File: src/hdl/fsps_pkg.sv
/*
  fsps_pkg: constants shared by the flash self-program sequencer.
  assumes a 16k byte flash behind a simple byte port and a 20 MHz clock.
*/
package fsps_pkg;
  localparam int fsps_addr_w = 14;
  localparam int fsps_page_bits = 9;
  localparam int fsps_page_bytes = 512;
  localparam logic [13:0] fsps_flash_top = 14'h3fff;
  localparam logic [13:0] fsps_loader_step = 14'h0200;
  localparam logic [3:0] fsps_loader_max_steps = 4'hf;
  // register offsets on the byte bus
  localparam logic [2:0] fsps_off_data = 3'h2;
  localparam logic [2:0] fsps_off_addr_hi = 3'h3;
  localparam logic [2:0] fsps_off_addr_lo = 3'h4;
  localparam logic [2:0] fsps_off_mode = 3'h5;
  localparam logic [2:0] fsps_off_cmd = 3'h6;
  localparam logic [2:0] fsps_off_ctrl = 3'h7;
  localparam logic [2:0] fsps_off_low_bound = 3'h1;
  localparam logic [2:0] fsps_off_status = 3'h0;
  // reset values
  localparam logic [7:0] fsps_data_rst = 8'hff;
  localparam logic [7:0] fsps_zero_rst = 8'h00;
  // mode codes
  localparam logic [2:0] fsps_op_standby = 3'h0;
  localparam logic [2:0] fsps_op_read = 3'h1;
  localparam logic [2:0] fsps_op_program = 3'h2;
  localparam logic [2:0] fsps_op_erase = 3'h3;
  // unlock bytes
  localparam logic [7:0] fsps_key_first = 8'h46;
  localparam logic [7:0] fsps_key_second = 8'hb9;
  // control bits
  localparam int fsps_ctrl_enable_bit = 7;
  localparam logic [2:0] fsps_swr_to_app = 3'h1;
  localparam logic [2:0] fsps_swr_to_app_hw = 3'h5;
  localparam logic [2:0] fsps_swr_to_loader = 3'h7;
  // timing of flash operations
  localparam int fsps_clk_mhz = 20;
  localparam int fsps_prog_time_us = 30;
  localparam int fsps_erase_time_us = 4000;
  localparam int fsps_read_time_ns = 100;
  localparam int fsps_prog_cycles = fsps_prog_time_us * fsps_clk_mhz;
  localparam int fsps_erase_cycles = fsps_erase_time_us * fsps_clk_mhz;
  localparam int fsps_read_cycles = (fsps_read_time_ns * fsps_clk_mhz + 999) / 1000;
endpackage

File: src/hdl/fsps_sequencer.sv
/*
  fsps_sequencer: flash self-program sequencer with region checks and boot select.
  holds the byte register file, the two-byte unlock, the region checks, the
  operation timer that freezes the core, and the boot region selection.
  assumes the cpu drives the byte register port synchronously to ref_clk,
  a flash array that takes a one-cycle request with command, address and data held,
  and reset events that arrive asynchronously and are filtered here.
*/
`timescale 1ns/100ps
`default_nettype none
module fsps_sequencer #(
  parameter int erase_cycles = fsps_pkg::fsps_erase_cycles,
  parameter int prog_cycles = fsps_pkg::fsps_prog_cycles,
  parameter int read_cycles = fsps_pkg::fsps_read_cycles
) (
  input wire logic ref_clk,
  input wire logic rst,
  input wire logic [2:0] reg_addr,
  input wire logic [7:0] reg_wdata,
  input wire logic reg_wr,
  input wire logic reg_rd,
  output logic [7:0] reg_rdata,
  input wire logic [3:0] opt_loader_size,
  input wire logic [7:0] opt_low_bound,
  input wire logic power_on_loader_boot,
  input wire logic ext_reset_loader_boot,
  input wire logic por_event,
  input wire logic ext_reset_event,
  input wire logic [13:0] cpu_fetch_addr,
  output logic [13:0] flash_fetch_addr,
  output logic core_freeze,
  output logic sw_reset_req,
  output logic in_loader,
  output logic flash_req,
  output logic [1:0] flash_cmd,
  output logic [13:0] flash_addr,
  output logic [7:0] flash_wdata,
  input wire logic [7:0] flash_rdata
);
  typedef enum logic [1:0] {fsps_idle, fsps_armed, fsps_busy} fsps_state_t;

  typedef struct packed {
    fsps_state_t state;
    logic [7:0] data;
    logic [7:0] addr_hi;
    logic [7:0] addr_lo;
    logic [2:0] mode;
    logic [7:0] ctrl;
    logic [7:0] low_bound;
    logic [7:0] rdata;
    logic [2:0] op;
    logic [16:0] count;
    logic freeze;
    logic swr;
    logic loader;
    logic flash_req;
    logic [1:0] flash_cmd;
    logic [13:0] flash_addr;
    logic [7:0] flash_wdata;
    logic [13:0] fetch;
    logic [2:0] por_sync;
    logic [2:0] ext_sync;
    logic opt_loaded;
  } fsps_regs_t;

  fsps_regs_t r;
  fsps_regs_t next_r;

  // loader start address from the option, wraps to zero when disabled
  function automatic logic [13:0] fsps_loader_start(input logic [3:0] steps);
    fsps_loader_start = 14'(fsps_pkg::fsps_flash_top + 14'h0001
      - 14'(steps * fsps_pkg::fsps_loader_step));
  endfunction

  // operation length in clocks, picked by the mode at trigger time
  function automatic logic [16:0] fsps_op_length(input logic [2:0] m);
    unique case (m)
      fsps_pkg::fsps_op_erase: fsps_op_length = 17'(erase_cycles);
      fsps_pkg::fsps_op_program: fsps_op_length = 17'(prog_cycles);
      default: fsps_op_length = 17'(read_cycles);
    endcase
  endfunction

  logic [13:0] loader_start;
  logic [13:0] data_low;
  logic [13:0] target;
  logic [13:0] target_raw;
  logic below_loader;
  logic above_low;
  logic target_ok;
  logic key_ok;
  logic key_second_hit;
  logic op_enabled;
  logic mode_valid;
  logic loader_present;
  logic boot_opt_loader;
  logic boot_ext_loader;
  logic swr_app_hit;
  logic swr_loader_hit;
  logic por_seen;
  logic ext_seen;
  logic [16:0] op_len;

  always_comb
  begin
    loader_start = fsps_loader_start(opt_loader_size);
    loader_present = opt_loader_size != 4'h0;
    data_low = {r.low_bound[6:0], 7'h00};
    target_raw = {r.addr_hi[5:0], r.addr_lo};
    target = target_raw;
    if (r.mode == fsps_pkg::fsps_op_erase)
    begin
      target = {target_raw[13:9], 9'h000};
    end
    // upper limit is the byte below loader_start (no target passes with the loader disabled), lower limit only from application
    below_loader = target < loader_start;
    above_low = target >= data_low;
    target_ok = below_loader && (r.loader || above_low);
    key_ok = reg_wr && reg_addr == fsps_pkg::fsps_off_cmd;
    key_second_hit = key_ok && reg_wdata == fsps_pkg::fsps_key_second;
    op_enabled = r.ctrl[fsps_pkg::fsps_ctrl_enable_bit];
    mode_valid = r.mode != fsps_pkg::fsps_op_standby
      && r.mode <= fsps_pkg::fsps_op_erase;
    boot_opt_loader = power_on_loader_boot && loader_present;
    boot_ext_loader = boot_opt_loader && ext_reset_loader_boot;
    swr_app_hit = reg_wdata[7:5] == fsps_pkg::fsps_swr_to_app
      || (reg_wdata[7:5] == fsps_pkg::fsps_swr_to_app_hw && r.loader);
    swr_loader_hit = reg_wdata[7:5] == fsps_pkg::fsps_swr_to_loader && !r.loader
      && !power_on_loader_boot && loader_present;
    // an event counts only once the second and third stage agree
    por_seen = r.por_sync[2] && r.por_sync[1];
    ext_seen = r.ext_sync[2] && r.ext_sync[1];
    op_len = fsps_op_length(r.mode);
  end

  always_comb
  begin
    next_r = r;
    next_r.swr = 1'b0;
    next_r.flash_req = 1'b0;
    next_r.por_sync = {r.por_sync[1:0], por_event};
    next_r.ext_sync = {r.ext_sync[1:0], ext_reset_event};
    // loader offset added to every fetch while in loader
    next_r.fetch = r.loader ? 14'(cpu_fetch_addr + loader_start) : cpu_fetch_addr;
    if (!r.opt_loaded)
    begin
      next_r.opt_loaded = 1'b1;
      next_r.low_bound = opt_low_bound;
      next_r.loader = boot_opt_loader;
    end
    // filtered power-on event picks the boot region again
    if (por_seen)
    begin
      next_r.loader = boot_opt_loader;
    end
    if (ext_seen && boot_ext_loader)
    begin
      next_r.loader = 1'b1;
    end
    if (reg_wr && r.state != fsps_busy)
    begin
      unique case (reg_addr)
        fsps_pkg::fsps_off_data: next_r.data = reg_wdata;
        fsps_pkg::fsps_off_addr_hi: next_r.addr_hi = reg_wdata;
        fsps_pkg::fsps_off_addr_lo: next_r.addr_lo = reg_wdata;
        fsps_pkg::fsps_off_mode: next_r.mode = reg_wdata[2:0];
        fsps_pkg::fsps_off_low_bound:
        begin
          if (!r.loader)
          begin
            next_r.low_bound = reg_wdata;
          end
        end
        fsps_pkg::fsps_off_ctrl:
        begin
          next_r.ctrl = reg_wdata;
          if (swr_app_hit)
          begin
            next_r.swr = 1'b1;
            next_r.loader = 1'b0;
          end
          else if (swr_loader_hit)
          begin
            next_r.swr = 1'b1;
            next_r.loader = 1'b1;
          end
        end
        default:
        begin
        end
      endcase
    end
    unique case (r.state)
      fsps_idle:
      begin
        if (key_ok && reg_wdata == fsps_pkg::fsps_key_first)
        begin
          next_r.state = fsps_armed;
        end
      end
      fsps_armed:
      begin
        if (key_ok)
        begin
          next_r.state = fsps_idle;
          if (key_second_hit && op_enabled && mode_valid && target_ok)
          begin
            next_r.state = fsps_busy;
            next_r.freeze = 1'b1;
            next_r.op = r.mode;
            next_r.count = op_len;
            next_r.flash_req = 1'b1;
            next_r.flash_cmd = r.mode[1:0];
            next_r.flash_addr = target;
            // program can only clear bits; erase is the only way back to ones
            next_r.flash_wdata = r.data;
          end
          else if (reg_wdata == fsps_pkg::fsps_key_first)
          begin
            next_r.state = fsps_armed;
          end
        end
      end
      fsps_busy:
      begin
        if (r.count <= 17'h00001)
        begin
          next_r.state = fsps_idle;
          next_r.freeze = 1'b0;
          if (r.op == fsps_pkg::fsps_op_read)
          begin
            next_r.data = flash_rdata;
          end
        end
        else
        begin
          next_r.count = 17'(r.count - 17'h00001);
        end
      end
      // the fourth state code is unused; fall back to idle and release the core
      default:
      begin
        next_r.state = fsps_idle;
        next_r.freeze = 1'b0;
      end
    endcase
    if (reg_rd)
    begin
      unique case (reg_addr)
        fsps_pkg::fsps_off_data: next_r.rdata = r.data;
        fsps_pkg::fsps_off_addr_hi: next_r.rdata = r.addr_hi;
        fsps_pkg::fsps_off_addr_lo: next_r.rdata = r.addr_lo;
        fsps_pkg::fsps_off_mode: next_r.rdata = {5'h00, r.mode};
        fsps_pkg::fsps_off_ctrl: next_r.rdata = {r.ctrl[7], 7'h00};
        fsps_pkg::fsps_off_low_bound: next_r.rdata = r.low_bound;
        fsps_pkg::fsps_off_status: next_r.rdata = {5'h00, r.loader, r.state == fsps_busy,
          r.state == fsps_armed};
        default: next_r.rdata = 8'h00;
      endcase
    end
  end

  always_ff @(posedge ref_clk or posedge rst)
  begin
    if (rst)
    begin
      r.state <= fsps_idle;
      r.data <= fsps_pkg::fsps_data_rst;
      r.addr_hi <= fsps_pkg::fsps_zero_rst;
      r.addr_lo <= fsps_pkg::fsps_zero_rst;
      r.mode <= fsps_pkg::fsps_op_standby;
      r.ctrl <= fsps_pkg::fsps_zero_rst;
      r.low_bound <= fsps_pkg::fsps_zero_rst;
      r.rdata <= fsps_pkg::fsps_zero_rst;
      r.op <= fsps_pkg::fsps_op_standby;
      r.count <= 17'h00000;
      r.freeze <= 1'b0;
      r.swr <= 1'b0;
      // region is chosen from the options in the first cycle after release
      r.loader <= 1'b0;
      r.flash_req <= 1'b0;
      r.flash_cmd <= 2'h0;
      r.flash_addr <= 14'h0000;
      r.flash_wdata <= fsps_pkg::fsps_zero_rst;
      r.fetch <= 14'h0000;
      r.por_sync <= 3'h0;
      r.ext_sync <= 3'h0;
      r.opt_loaded <= 1'b0;
    end
    else
    begin
      r <= next_r;
    end
  end

  assign reg_rdata = r.rdata;
  assign flash_fetch_addr = r.fetch;
  assign core_freeze = r.freeze;
  assign sw_reset_req = r.swr;
  assign in_loader = r.loader;
  assign flash_req = r.flash_req;
  assign flash_cmd = r.flash_cmd;
  assign flash_addr = r.flash_addr;
  assign flash_wdata = r.flash_wdata;
endmodule
`default_nettype wire

File: config.mk
export PLATFORM = sky130hd
export DESIGN_NAME = fsps_sequencer
export DESIGN_NICKNAME = d
export VERILOG_FILES = /design/src/hdl/fsps_pkg.sv /design/src/hdl/fsps_sequencer.sv
export SDC_FILE = /design/constraint.sdc
export NUM_CORES = 1
export LEC_CHECK = 0
export CORE_ASPECT_RATIO = 0.9
export CORE_MARGIN = 2
export CORE_UTILIZATION = 41
export CTS_BUF_LIST = sky130_fd_sc_hd__clkbuf_16
export DETAILED_ROUTE_END_ITERATION = 8
export DONT_BUFFER_PORTS = 1
export GPL_ROUTABILITY_DRIVEN = 0
export SYNTH_ARGS = -nofsm -noshare
export SYNTH_HDL_FRONTEND = slang
export SYNTH_SLANG_ARGS = --single-unit
File: constraint.sdc
create_clock -name ref_clk -period 7 [get_ports ref_clk]
set_input_delay 0.7 -clock ref_clk [delete_from_list [all_inputs] [get_ports ref_clk]]
set_output_delay 0.7 -clock ref_clk [all_outputs]
set_load 0.05 [all_outputs]
==> metrics.yaml, run 1 <==
sta:
  fmax_ghz: 0.270
  slew_headroom_pct: 24.5
  hold_viol: 0
  period_needed_ns: 3.71
  finalCritPeriodShare_pct: 52.9
  fin_setup_tns_ns: 0
  final_max_slew_viol_count: 0
  rsz0062_at_grt: "false"
  finalSetupViolCount: 0
  worst_slew_pin_slew_ns: 1.13
  finalClockSkew_ns: 0.0119
global_routing:
  grt_pass1_vias: 4178
  grt_overflow: 0
  grt_pass1_wl_microns: 22800
  grt_usage_pct: 19.5
  use_met3_pct: 7.56
  top_usage_layer: "met1"
  antenna_found_initial: 0
  use_met1_pct: 27.6
  grt_max_degree: 62
  gr-usage-met2_pct: 26.7
logic_synthesis:
  async_reset_ff_share_pct: 100
  ys_seq_area_share_pct: 47.6
  synth_flop_cell: "dfrtp_1"
  ys_warn_count: 0
  syn_area_sq_um: 5960
  postSynthAreaPerCell_sq_um: 9.91
  synth_fp_nets: 674
  synth_edf_count: 0
  synth-seq-cells: 113
  synth_cell_types: 66
  synthCells: 601
power:
  p_seq_share_pct: 46.1
  switchingPower_uw: 518
  vdd_drop_max_v: 0.000182
  comb_power_share_pct: 10.2
  swShare_pct: 28.1
  p_int_mw: 1.32
  cellPowerDensity_nw_per_um2: 292
  clkPwrFrac_pct: 43.7
  power_leakage_nw: 2.80
placed_design:
  hpwl_microns: 10600
  postPlaceCellArea_sq_um: 5760
  port_buffers: 0
clocking:
  clkSinkCount: 113
  cts.clk_slew.worst_paths_ns: 0.05
  htreeDepth: 4
  numCtsBuffers: 17
  cts_tree: "done"
  cts_setup_buffers: 0
  cts_resized: 0
  hold_buffers: 0
  cts-root-buf: "clkbuf_16"
  worstSkewPairLatency_ns: 0.42
  clockBufferDepth: 2
worst_setup_path:
  cp_num_buf_inv: 0
  endpoint: "r[55]"
  cp_slowest_cell: "a211o_1"
  r2r_cells: 9
  crit_required_ns: 7.34
  max_stage_delay_ns: 0.98
  cp-end-kind: "register"
  r2r-start: "r[95]"
  regToRegSetupSlack_ns: 3.29
  start_kind: "register"
  path_max_fanout: 35
  crit_arrival_ns: 4.04
  critPathKind: "reg2reg"
  rr_endpoint: "r[55]"
  path_delay_family: "simple AND/OR/NAND/NOR gates"
  crit_chain: "nand3b_1 -> and2_1 -> ha_1 -> nand3_1 -> nor3_1 -> nor4_1 -> a211o_1 -> a22oi_1 -> o22ai_1"
  cp-startpoint: "r[95]"
  path_depth: 9
finish:
  final_layout_size_suffix_gt1_share_pct: 12.5
  final_common_cell: "dfrtp_1"
  seq_area_sq_um: 2840
  area_growth_pct: 5.88
  design_area_sq_um: 6310
  layout.nets: 621
  fillers: 1341
  finish.utilization_pct: 44.7
  antennaDiodeCount: 0
  layout_common_cells: "dfrtp_1, nand2_1, a21oi_1, nor2_1"
  multiInputGateArea_sq_um: 2550
floorplanning:
  initial_utilization_pct: 42.2
  ios: 103
  fp.coreArea_sq_um: 14100
  row_count: 41
  dieArea_sq_um: 15500
  die_x_microns: 131
  fp.dieH_microns: 118
status:
  outcome: "completed"
run:
  maxCapViolations: 0
route:
  via_count: 4197
  wl_per_cell_microns: 19.2
  drtAntennaViolNets: 0
  dr.pass1.iters: 5
  post-route-drc-count: 0
  vias_per_cell: 5.57
  first_iter_violations: 349
  wl_microns: 14500
worst_hold_path:
  hold_class: "in2async"
-- cell families (layout without fill, tap and decap cells) --
group                      count (synthesis)  count (layout)  share of synthesized area [%]
muxes                                     46              46                           8.23
buffers and inverters                    100              60                           9.60
adders and majority gates                 20              20                           4.33
and+or+nand+nor                          192             192                           15.8
other                                      1               1                         0.0630
AOI/OAI and AO/OA                        123             123                           13.4
DFF                                      113             113                           47.6
xor gates and xnor gates                   6               6                          0.882
-- how the worst min path moves through the flow --
| stage | startpoint | slack, ns | end | cells after the start |
|---|---|---|---|---|
| after floorplan | next_r[2] | 0.33 | next_r[3] | 0 |
| after global placement | next_r[2] | 0.33 | next_r[3] | 0 |
| after detailed placement | next_r[5] | 0.34 | next_r[6] | 0 |
| after CTS | rst | 0.29 | flash_fetch_addr[5] | 1 |
| after global routing | cpu_fetch_addr[1] | 0.29 | flash_fetch_addr[1] | 0 |
| final | rst | 0.25 | flash_fetch_addr[5] | 1 |
-- Yosys cell counts, types with 8 or more instances --
cell | number | area share, %
o211ai_1 | 8 | 1.0
a21oi_1 | 31 | 2.6
dfstp_2 | 8 | 3.5
buf_4 | 46 | 5.8
clkbuf_1 | 19 | 1.2
nor2_1 | 30 | 1.9
ha_1 | 19 | 4.0
nand3_1 | 17 | 1.4
o21ai_0 | 15 | 1.3
mux2_2 | 24 | 4.5
nand2_1 | 89 | 5.6
or3_1 | 8 | 0.84
dfrtp_1 | 105 | 44
o21ai_1 | 11 | 0.92
inv_1 | 24 | 1.5
mux2i_1 | 22 | 3.7
-- cell type report --
class,instances,share of cell area (%)
multi-input combinational,388,40.5
inverter,25,1.57
sequential,113,45.0
clock buffer,17,6.74
tap,193,3.83
clock inverter,15,2.00
timing repair buffer,3,0.357
-- power by group through the flow --
stage	logic (mW)	registers, mW	clock network, mW
6_report	0.188	0.848	0.805
3_5_place_dp	0.188	0.858	0
2_1_floorplan	0.238	0.768	0
5_1_grt	0.215	0.855	0.850
3_3_place_gp	0.180	0.856	0
4_1_cts	0.190	0.847	0.818
-- flip-flops by register name, summed over array words and instances (netlist names) --
register          count
next_r                4
flash_req             1
in_loader             1
sw_reset_req          1
flash_fetch_addr     14
flash_addr           14
reg_rdata             8
core_freeze           1
r                    53
op_enabled            1
flash_wdata           8
data_low              7
-- stage by stage --
| stage | setup slack [ns] | hold slack [ns] | power [mW] | cells |
|---|---|---|---|---|
| final | 3.29 | 0.251 | 1.84 | 754 |
| after global routing | 2.93 | 0.290 | 1.92 | 754 |
| after CTS | 3.31 | 0.287 | 1.85 | 754 |
| after detailed placement | 3.32 | 0.336 | 1.05 | 722 |
| after global placement | 3.52 | 0.333 | 1.04 | 722 |
| after floorplan | 3.33 | 0.331 | 1.01 | 601 |
-- layer usage --
layer	up-vias	share of wire [%]
met5	-	0
met1	2034	46
met4	0	2.0
met3	24	9.6
met2	171	42
li1	1968	-
Note: power is estimated with default switching activity, not from simulation.
==> inputs of run 2 (changes only) <==
clock period = 3.4 ns   (was 7 ns; I/O delays follow)
==> metrics.yaml, run 2 (synthesis results as in run 1) <==
sta:
  finalCritPeriodShare_pct: 84.5  # +32 points
  finalClockSkew_ns: 0.0106  # -0.00126 ns
  finalSetupViolCount: 0  # unchanged
  fin_setup_tns_ns: 0  # unchanged
  period_needed_ns: 2.87  # -0.835 ns
  slew_headroom_pct: 30.6  # +6.1 points
  final_max_slew_viol_count: 0  # unchanged
  fin_ws_ns: 0.529  # -2.77 ns
  holdWs_ns: 0.0195  # -0.231 ns
  worst_slew_pin_slew_ns: 1.04  # -0.0910 ns
  hold_viol: 0  # unchanged
  rsz0062_at_grt: "false"
  fmax_ghz: 0.348  # +29%
finish:
  final_common_cell: "dfrtp_1"
  largest_reg_flops: 53  # unchanged
  area_growth_pct: 9.54
  finish.utilization_pct: 46.3  # +1.5 points
  design_area_sq_um: 6530  # +3.5%
  layout_common_cells: "dfrtp_1, nand2_1, a21oi_1, nor2_1, inv_1"
  final_layout_size_suffix_gt1_share_pct: 13.7  # +1.3 points
  layout.nets: 642  # +3.4%
  registers.top_by_ff_count: "r"
  fillers: 1326  # -1.1%
  antennaDiodeCount: 0  # unchanged
floorplanning:
  fp.dieH_microns: 118  # unchanged
  dieArea_sq_um: 15500  # unchanged
  initial_utilization_pct: 42.2  # unchanged
  ios: 103  # unchanged
  die_x_microns: 131  # unchanged
  row_count: 41  # unchanged
  fp.coreArea_sq_um: 14100  # unchanged
global_routing:
  grt_overflow: 0  # unchanged
  antenna_found_initial: 0  # unchanged
  grt_max_degree: 85  # +37%
  grt_pass1_vias: 4258  # +1.9%
  grt_usage_pct: 20.3  # +0.78 points
  grt_pass1_wl_microns: 23800  # +4.5%
route:
  vias_per_cell: 5.56  # -0.16%
  post-route-drc-count: 0  # unchanged
  via_count: 4307  # +2.6%
  dr.pass1.iters: 9  # +4
  first_iter_violations: 423  # +21%
  wl_per_cell_microns: 19.4  # +1.1%
  drtAntennaViolNets: 0  # unchanged
  wl_microns: 15000  # +3.9%
placed_design:
  hpwl_microns: 10800  # +1.8%
  postPlaceCellArea_sq_um: 5800  # +0.78%
  port_buffers: 0  # unchanged
  dpl_worst_slack_ns: 0.551  # -2.77 ns
clocking:
  cts_tree: "done"
  clockBufferDepth: 2  # unchanged
  htreeDepth: 4  # unchanged
  cts.clk_slew.worst_paths_ns: 0.06  # about the same
  clkSinkCount: 113  # unchanged
  cts_resized: 0  # unchanged
  numCtsBuffers: 17  # unchanged
  worstSkewPairLatency_ns: 0.42  # about the same
  cts-root-buf: "clkbuf_16"
run:
  maxCapViolations: 0  # unchanged
worst_setup_path:
  path_max_fanout: 13  # -63%
  crit_arrival_ns: 3.17  # -0.87 ns
  start_kind: "register"
  cp-end-kind: "register"
  crit_required_ns: 3.70  # -3.64 ns
  critPathKind: "reg2reg"
worst_hold_path:
  hold_class: "in2reg"
status:
  outcome: "completed"
power:
  vdd_drop_max_v: 0.000336  # +85%
  power_leakage_nw: 2.91  # +4.1%
  cellPowerDensity_nw_per_um2: 593  # +100%
## run 2: cell types whose count changed in the layout (fill, tap and decap cells not counted)
cell,previous run,this run
buf_4,3,9
clkinv_1,6,0
clkinv_4,0,6
clkinvlp_4,4,2
dlygate4sd3_1,0,15
inv_1,24,26
## run 2: layout make-up
cell class                 instances  area, sq um  share of cell area [%]
tap                              193          241                    3.70
clock buffer                      17          425                    6.52
clock inverter                    15          149                    2.28
sequential                       113         2840                    43.5
inverter                          25         98.8                    1.51
timing repair buffer              24          218                    3.34
multi-input combinational        388         2550                    39.2
## run 2: final timing paths
kind / startpoint / endpoint / slack, ns / cells after the start
min reg2reg: next_r[5] / next_r[6] / 0.35 / 0
min in group asynchronous: rst / flash_fetch_addr[5] / 0.04 / 1
max reg2reg: r[94] / r[62] / 0.53 / 11
min: flash_rdata[6] / r[118] / 0.02 / 2
max: r[94] / r[62] / 0.53 / 11
max in group asynchronous: rst / flash_fetch_addr[1] / 2.52 / 2
## run 2: metal layers
metal / global-route usage (%) / wire [microns] / vias to the layer above
met5: 0 / 0 / -
met4: 7.91 / 293 / 0
met3: 6.47 / 1190 / 21
met2: 28.6 / 6580 / 164
met1: 28.7 / 6960 / 2123
li1: - / - / 1999
## run 2: worst max-delay path, stage by stage, from the launching register on
cell	delay [ns]
dfrtp_1	0.45
nand3b_1	0.13
buf_4	0.19
nand2_1	0.09
ha_1	0.27
nand3_1	0.09
nor3_1	0.05
nor4_1	0.55
a211oi_4	0.27
nor2_8	0.27
inv_4	0.08
a221o_1	0.32
## run 2: through the flow
stage,cells,power [mW]
6_report,775,3.87
2_1_floorplan,601,2.07
5_1_grt,775,4.05
3_3_place_gp,728,2.14
4_1_cts,775,3.91
3_5_place_dp,728,2.16
## run 2: report_power, final
part,switching (mW),internal [mW]
clock,0.642,1.07
sequential,0.248,1.48
combinational,0.220,0.207
total,1.11,2.76
## run 2: what timing repair did
action | 4_1_cts | 5_1_grt
endpoints found under the setup margin | 0 | 0
buffers inserted | 0 | 0
hold buffers | 15 | 0
endpoints found under the hold margin | 15 | 0
==> inputs of run 3 (changes only) <==
clock period = 2.9 ns   (was 3.4 ns; I/O delays follow)
==> metrics.yaml, run 3 (synthesis results as in run 1) <==
global_routing:
  grt_pass1_vias: 4446  # +4.4%
  grt_overflow: 0  # unchanged
  antenna_found_initial: 0  # unchanged
  grt_max_degree: 80  # -5.9%
  grt_pass1_wl_microns: 24200  # +1.9%
  grt_usage_pct: 20.6  # +0.30 points
finish:
  layout.nets: 657  # +2.3%
  registers.top_by_ff_count: "r"
  antennaDiodeCount: 0  # unchanged
  area_growth_pct: 12.1
  final_common_cell: "dfrtp_1"
  layout_common_cells: "dfrtp_1, nand2_1, a21oi_1, nor2_1"
  largest_reg_flops: 53  # unchanged
  final_layout_size_suffix_gt1_share_pct: 14.7  # +0.99 points
  fillers: 1291  # -2.6%
sta:
  worst_slew_pin_slew_ns: 0.790  # -0.252 ns
  finalSetupViolCount: 0  # unchanged
  slew_headroom_pct: 47.2  # +17 points
  hold_viol: 0  # unchanged
  fmax_ghz: 0.364  # +4.5%
  rsz0062_at_grt: "false"
  finalCritPeriodShare_pct: 94.7  # +10 points
  finalClockSkew_ns: 0.0101  # -0.000566 ns
  fin_setup_tns_ns: 0  # unchanged
  period_needed_ns: 2.75  # -0.124 ns
  final_max_slew_viol_count: 0  # unchanged
power:
  p_int_mw: 3.26  # +18%
  p_seq_share_pct: 44.3  # -0.4 points
  p_total_mw: 4.57  # +18%
  comb_power_share_pct: 12.0  # +1.0 points
  cellPowerDensity_nw_per_um2: 685  # +15%
  power_leakage_nw: 2.97  # +2.0%
  vdd_drop_max_v: 0.000416  # +24%
  switchingPower_mw: 1.31  # +18%
  clkPwrFrac_pct: 43.7  # -0.5 points
  swShare_pct: 28.7  # +0.035 points
floorplanning:
  fp.coreArea_sq_um: 14100  # unchanged
  die_x_microns: 131  # unchanged
  row_count: 41  # unchanged
  fp.dieH_microns: 118  # unchanged
  dieArea_sq_um: 15500  # unchanged
  initial_utilization_pct: 42.2  # unchanged
  ios: 103  # unchanged
clocking:
  clkSinkCount: 113  # unchanged
  worstSkewPairLatency_ns: 0.42  # about the same
  htreeDepth: 4  # unchanged
  clockBufferDepth: 2  # unchanged
  cts-root-buf: "clkbuf_16"
  cts_tree: "done"
  cts.clk_slew.worst_paths_ns: 0.06  # about the same
  numCtsBuffers: 17  # unchanged
worst_setup_path:
  start_kind: "register"
  critPathKind: "reg2reg"
  path_max_fanout: 8  # -5
  crit_required_ns: 3.20  # -0.50 ns
  crit_arrival_ns: 3.04  # -0.13 ns
  cp-end-kind: "register"
route:
  vias_per_cell: 5.52  # -0.62%
  dr.pass1.iters: 5  # -4
  wl_microns: 15200  # +0.99%
  post-route-drc-count: 0  # unchanged
  wl_per_cell_microns: 19.2  # -0.93%
  via_count: 4363  # +1.3%
  first_iter_violations: 451  # +6.6%
  drtAntennaViolNets: 0  # unchanged
placed_design:
  hpwl_microns: 10900  # +1.2%
  port_buffers: 0  # unchanged
worst_hold_path:
  hold_class: "in2reg"
run:
  maxCapViolations: 0  # unchanged
status:
  outcome: "completed"
run 3: changes by cell type in the layout (fill, tap and decap cells not counted), moves of 2 or more:
cell           change
clkinvlp_4         +2
buf_4              +4
dlygate4sd3_1      +9
clkinv_4           -3
inv_1              -2
clkinv_2           +2
run 3: worst paths after layout:
| check | from | endpoint | slack (ns) | cells past startpoint |
|---|---|---|---|---|
| max | r[95] | r[62] | 0.15 | 10 |
| min reg2reg | next_r[2] | next_r[3] | 0.34 | 0 |
| max reg2reg | r[95] | r[62] | 0.15 | 10 |
| max in group asynchronous | rst | r[112] | 1.53 | 3 |
| min | reg_wdata[5] | r[101] | 0.02 | 1 |
| min in group asynchronous | rst | flash_fetch_addr[13] | 0.48 | 2 |
run 3: per-layer routing:
layer,vias up,wire length (microns),track usage [%]
met5,-,0,0
met2,158,6650,29.3
met3,26,1260,6.70
met1,2142,6940,28.7
li1,2037,-,-
met4,0,333,8.38
run 3: layout make-up:
cell class / instances / area, sq um / share of cell area [%]
Clock buffer: 17 / 425 / 6.37
Clock inverter: 15 / 145 / 2.17
Inverter: 25 / 100 / 1.50
Multi-Input combinational cell: 388 / 2560 / 38.3
Sequential cell: 113 / 2840 / 42.5
Tap cell: 193 / 241 / 3.62
Timing Repair Buffer: 39 / 369 / 5.53
run 3: timing repair:
item | in CTS | in global routing
endpoints found under the hold margin | 63 | 0
setup endpoints to repair | 0 | 5
hold buffers | 24 | 0
gates resized for setup | 0 | 2
buffers inserted | 0 | 0
run 3: power by group through the flow:
| stage | clock network [mW] | logic (mW) | registers, mW |
|---|---|---|---|
| 2_1_floorplan | 0 | 0.576 | 1.85 |
| 3_3_place_gp | 0 | 0.489 | 2.04 |
| 3_5_place_dp | 0 | 0.513 | 2.05 |
| 4_1_cts | 2.04 | 0.549 | 2.02 |
| 5_1_grt | 2.11 | 0.610 | 2.04 |
| 6_report | 2.00 | 0.546 | 2.03 |
run 3: through the flow:
stage                     std cells  hold WS, ns  setup WS, ns  utilization, %  instance area, sq um
after global routing            790      0.00704       0.00745            47.3                  6680
after global placement          734        0.321         0.284            41.5                  5860
after CTS                       790      0.00749         0.142            47.3                  6670
final                           790       0.0206         0.153            47.3                  6680
after floorplan                 601        0.321         0.262               -                  5960
after detailed placement        734        0.321         0.180            41.5                  5860
run 3: worst max-delay path, cell delays in order, from the launching register on:
cell and delay (ns):
dfrtp_1 0.41, nand3b_1 0.21, and2_1 0.22, ha_1 0.32, nand3_1 0.10, nor2_1 0.12, a31oi_1 0.20, a211o_2 0.47
buf_4 0.18, and3_1 0.15, a221o_1 0.25
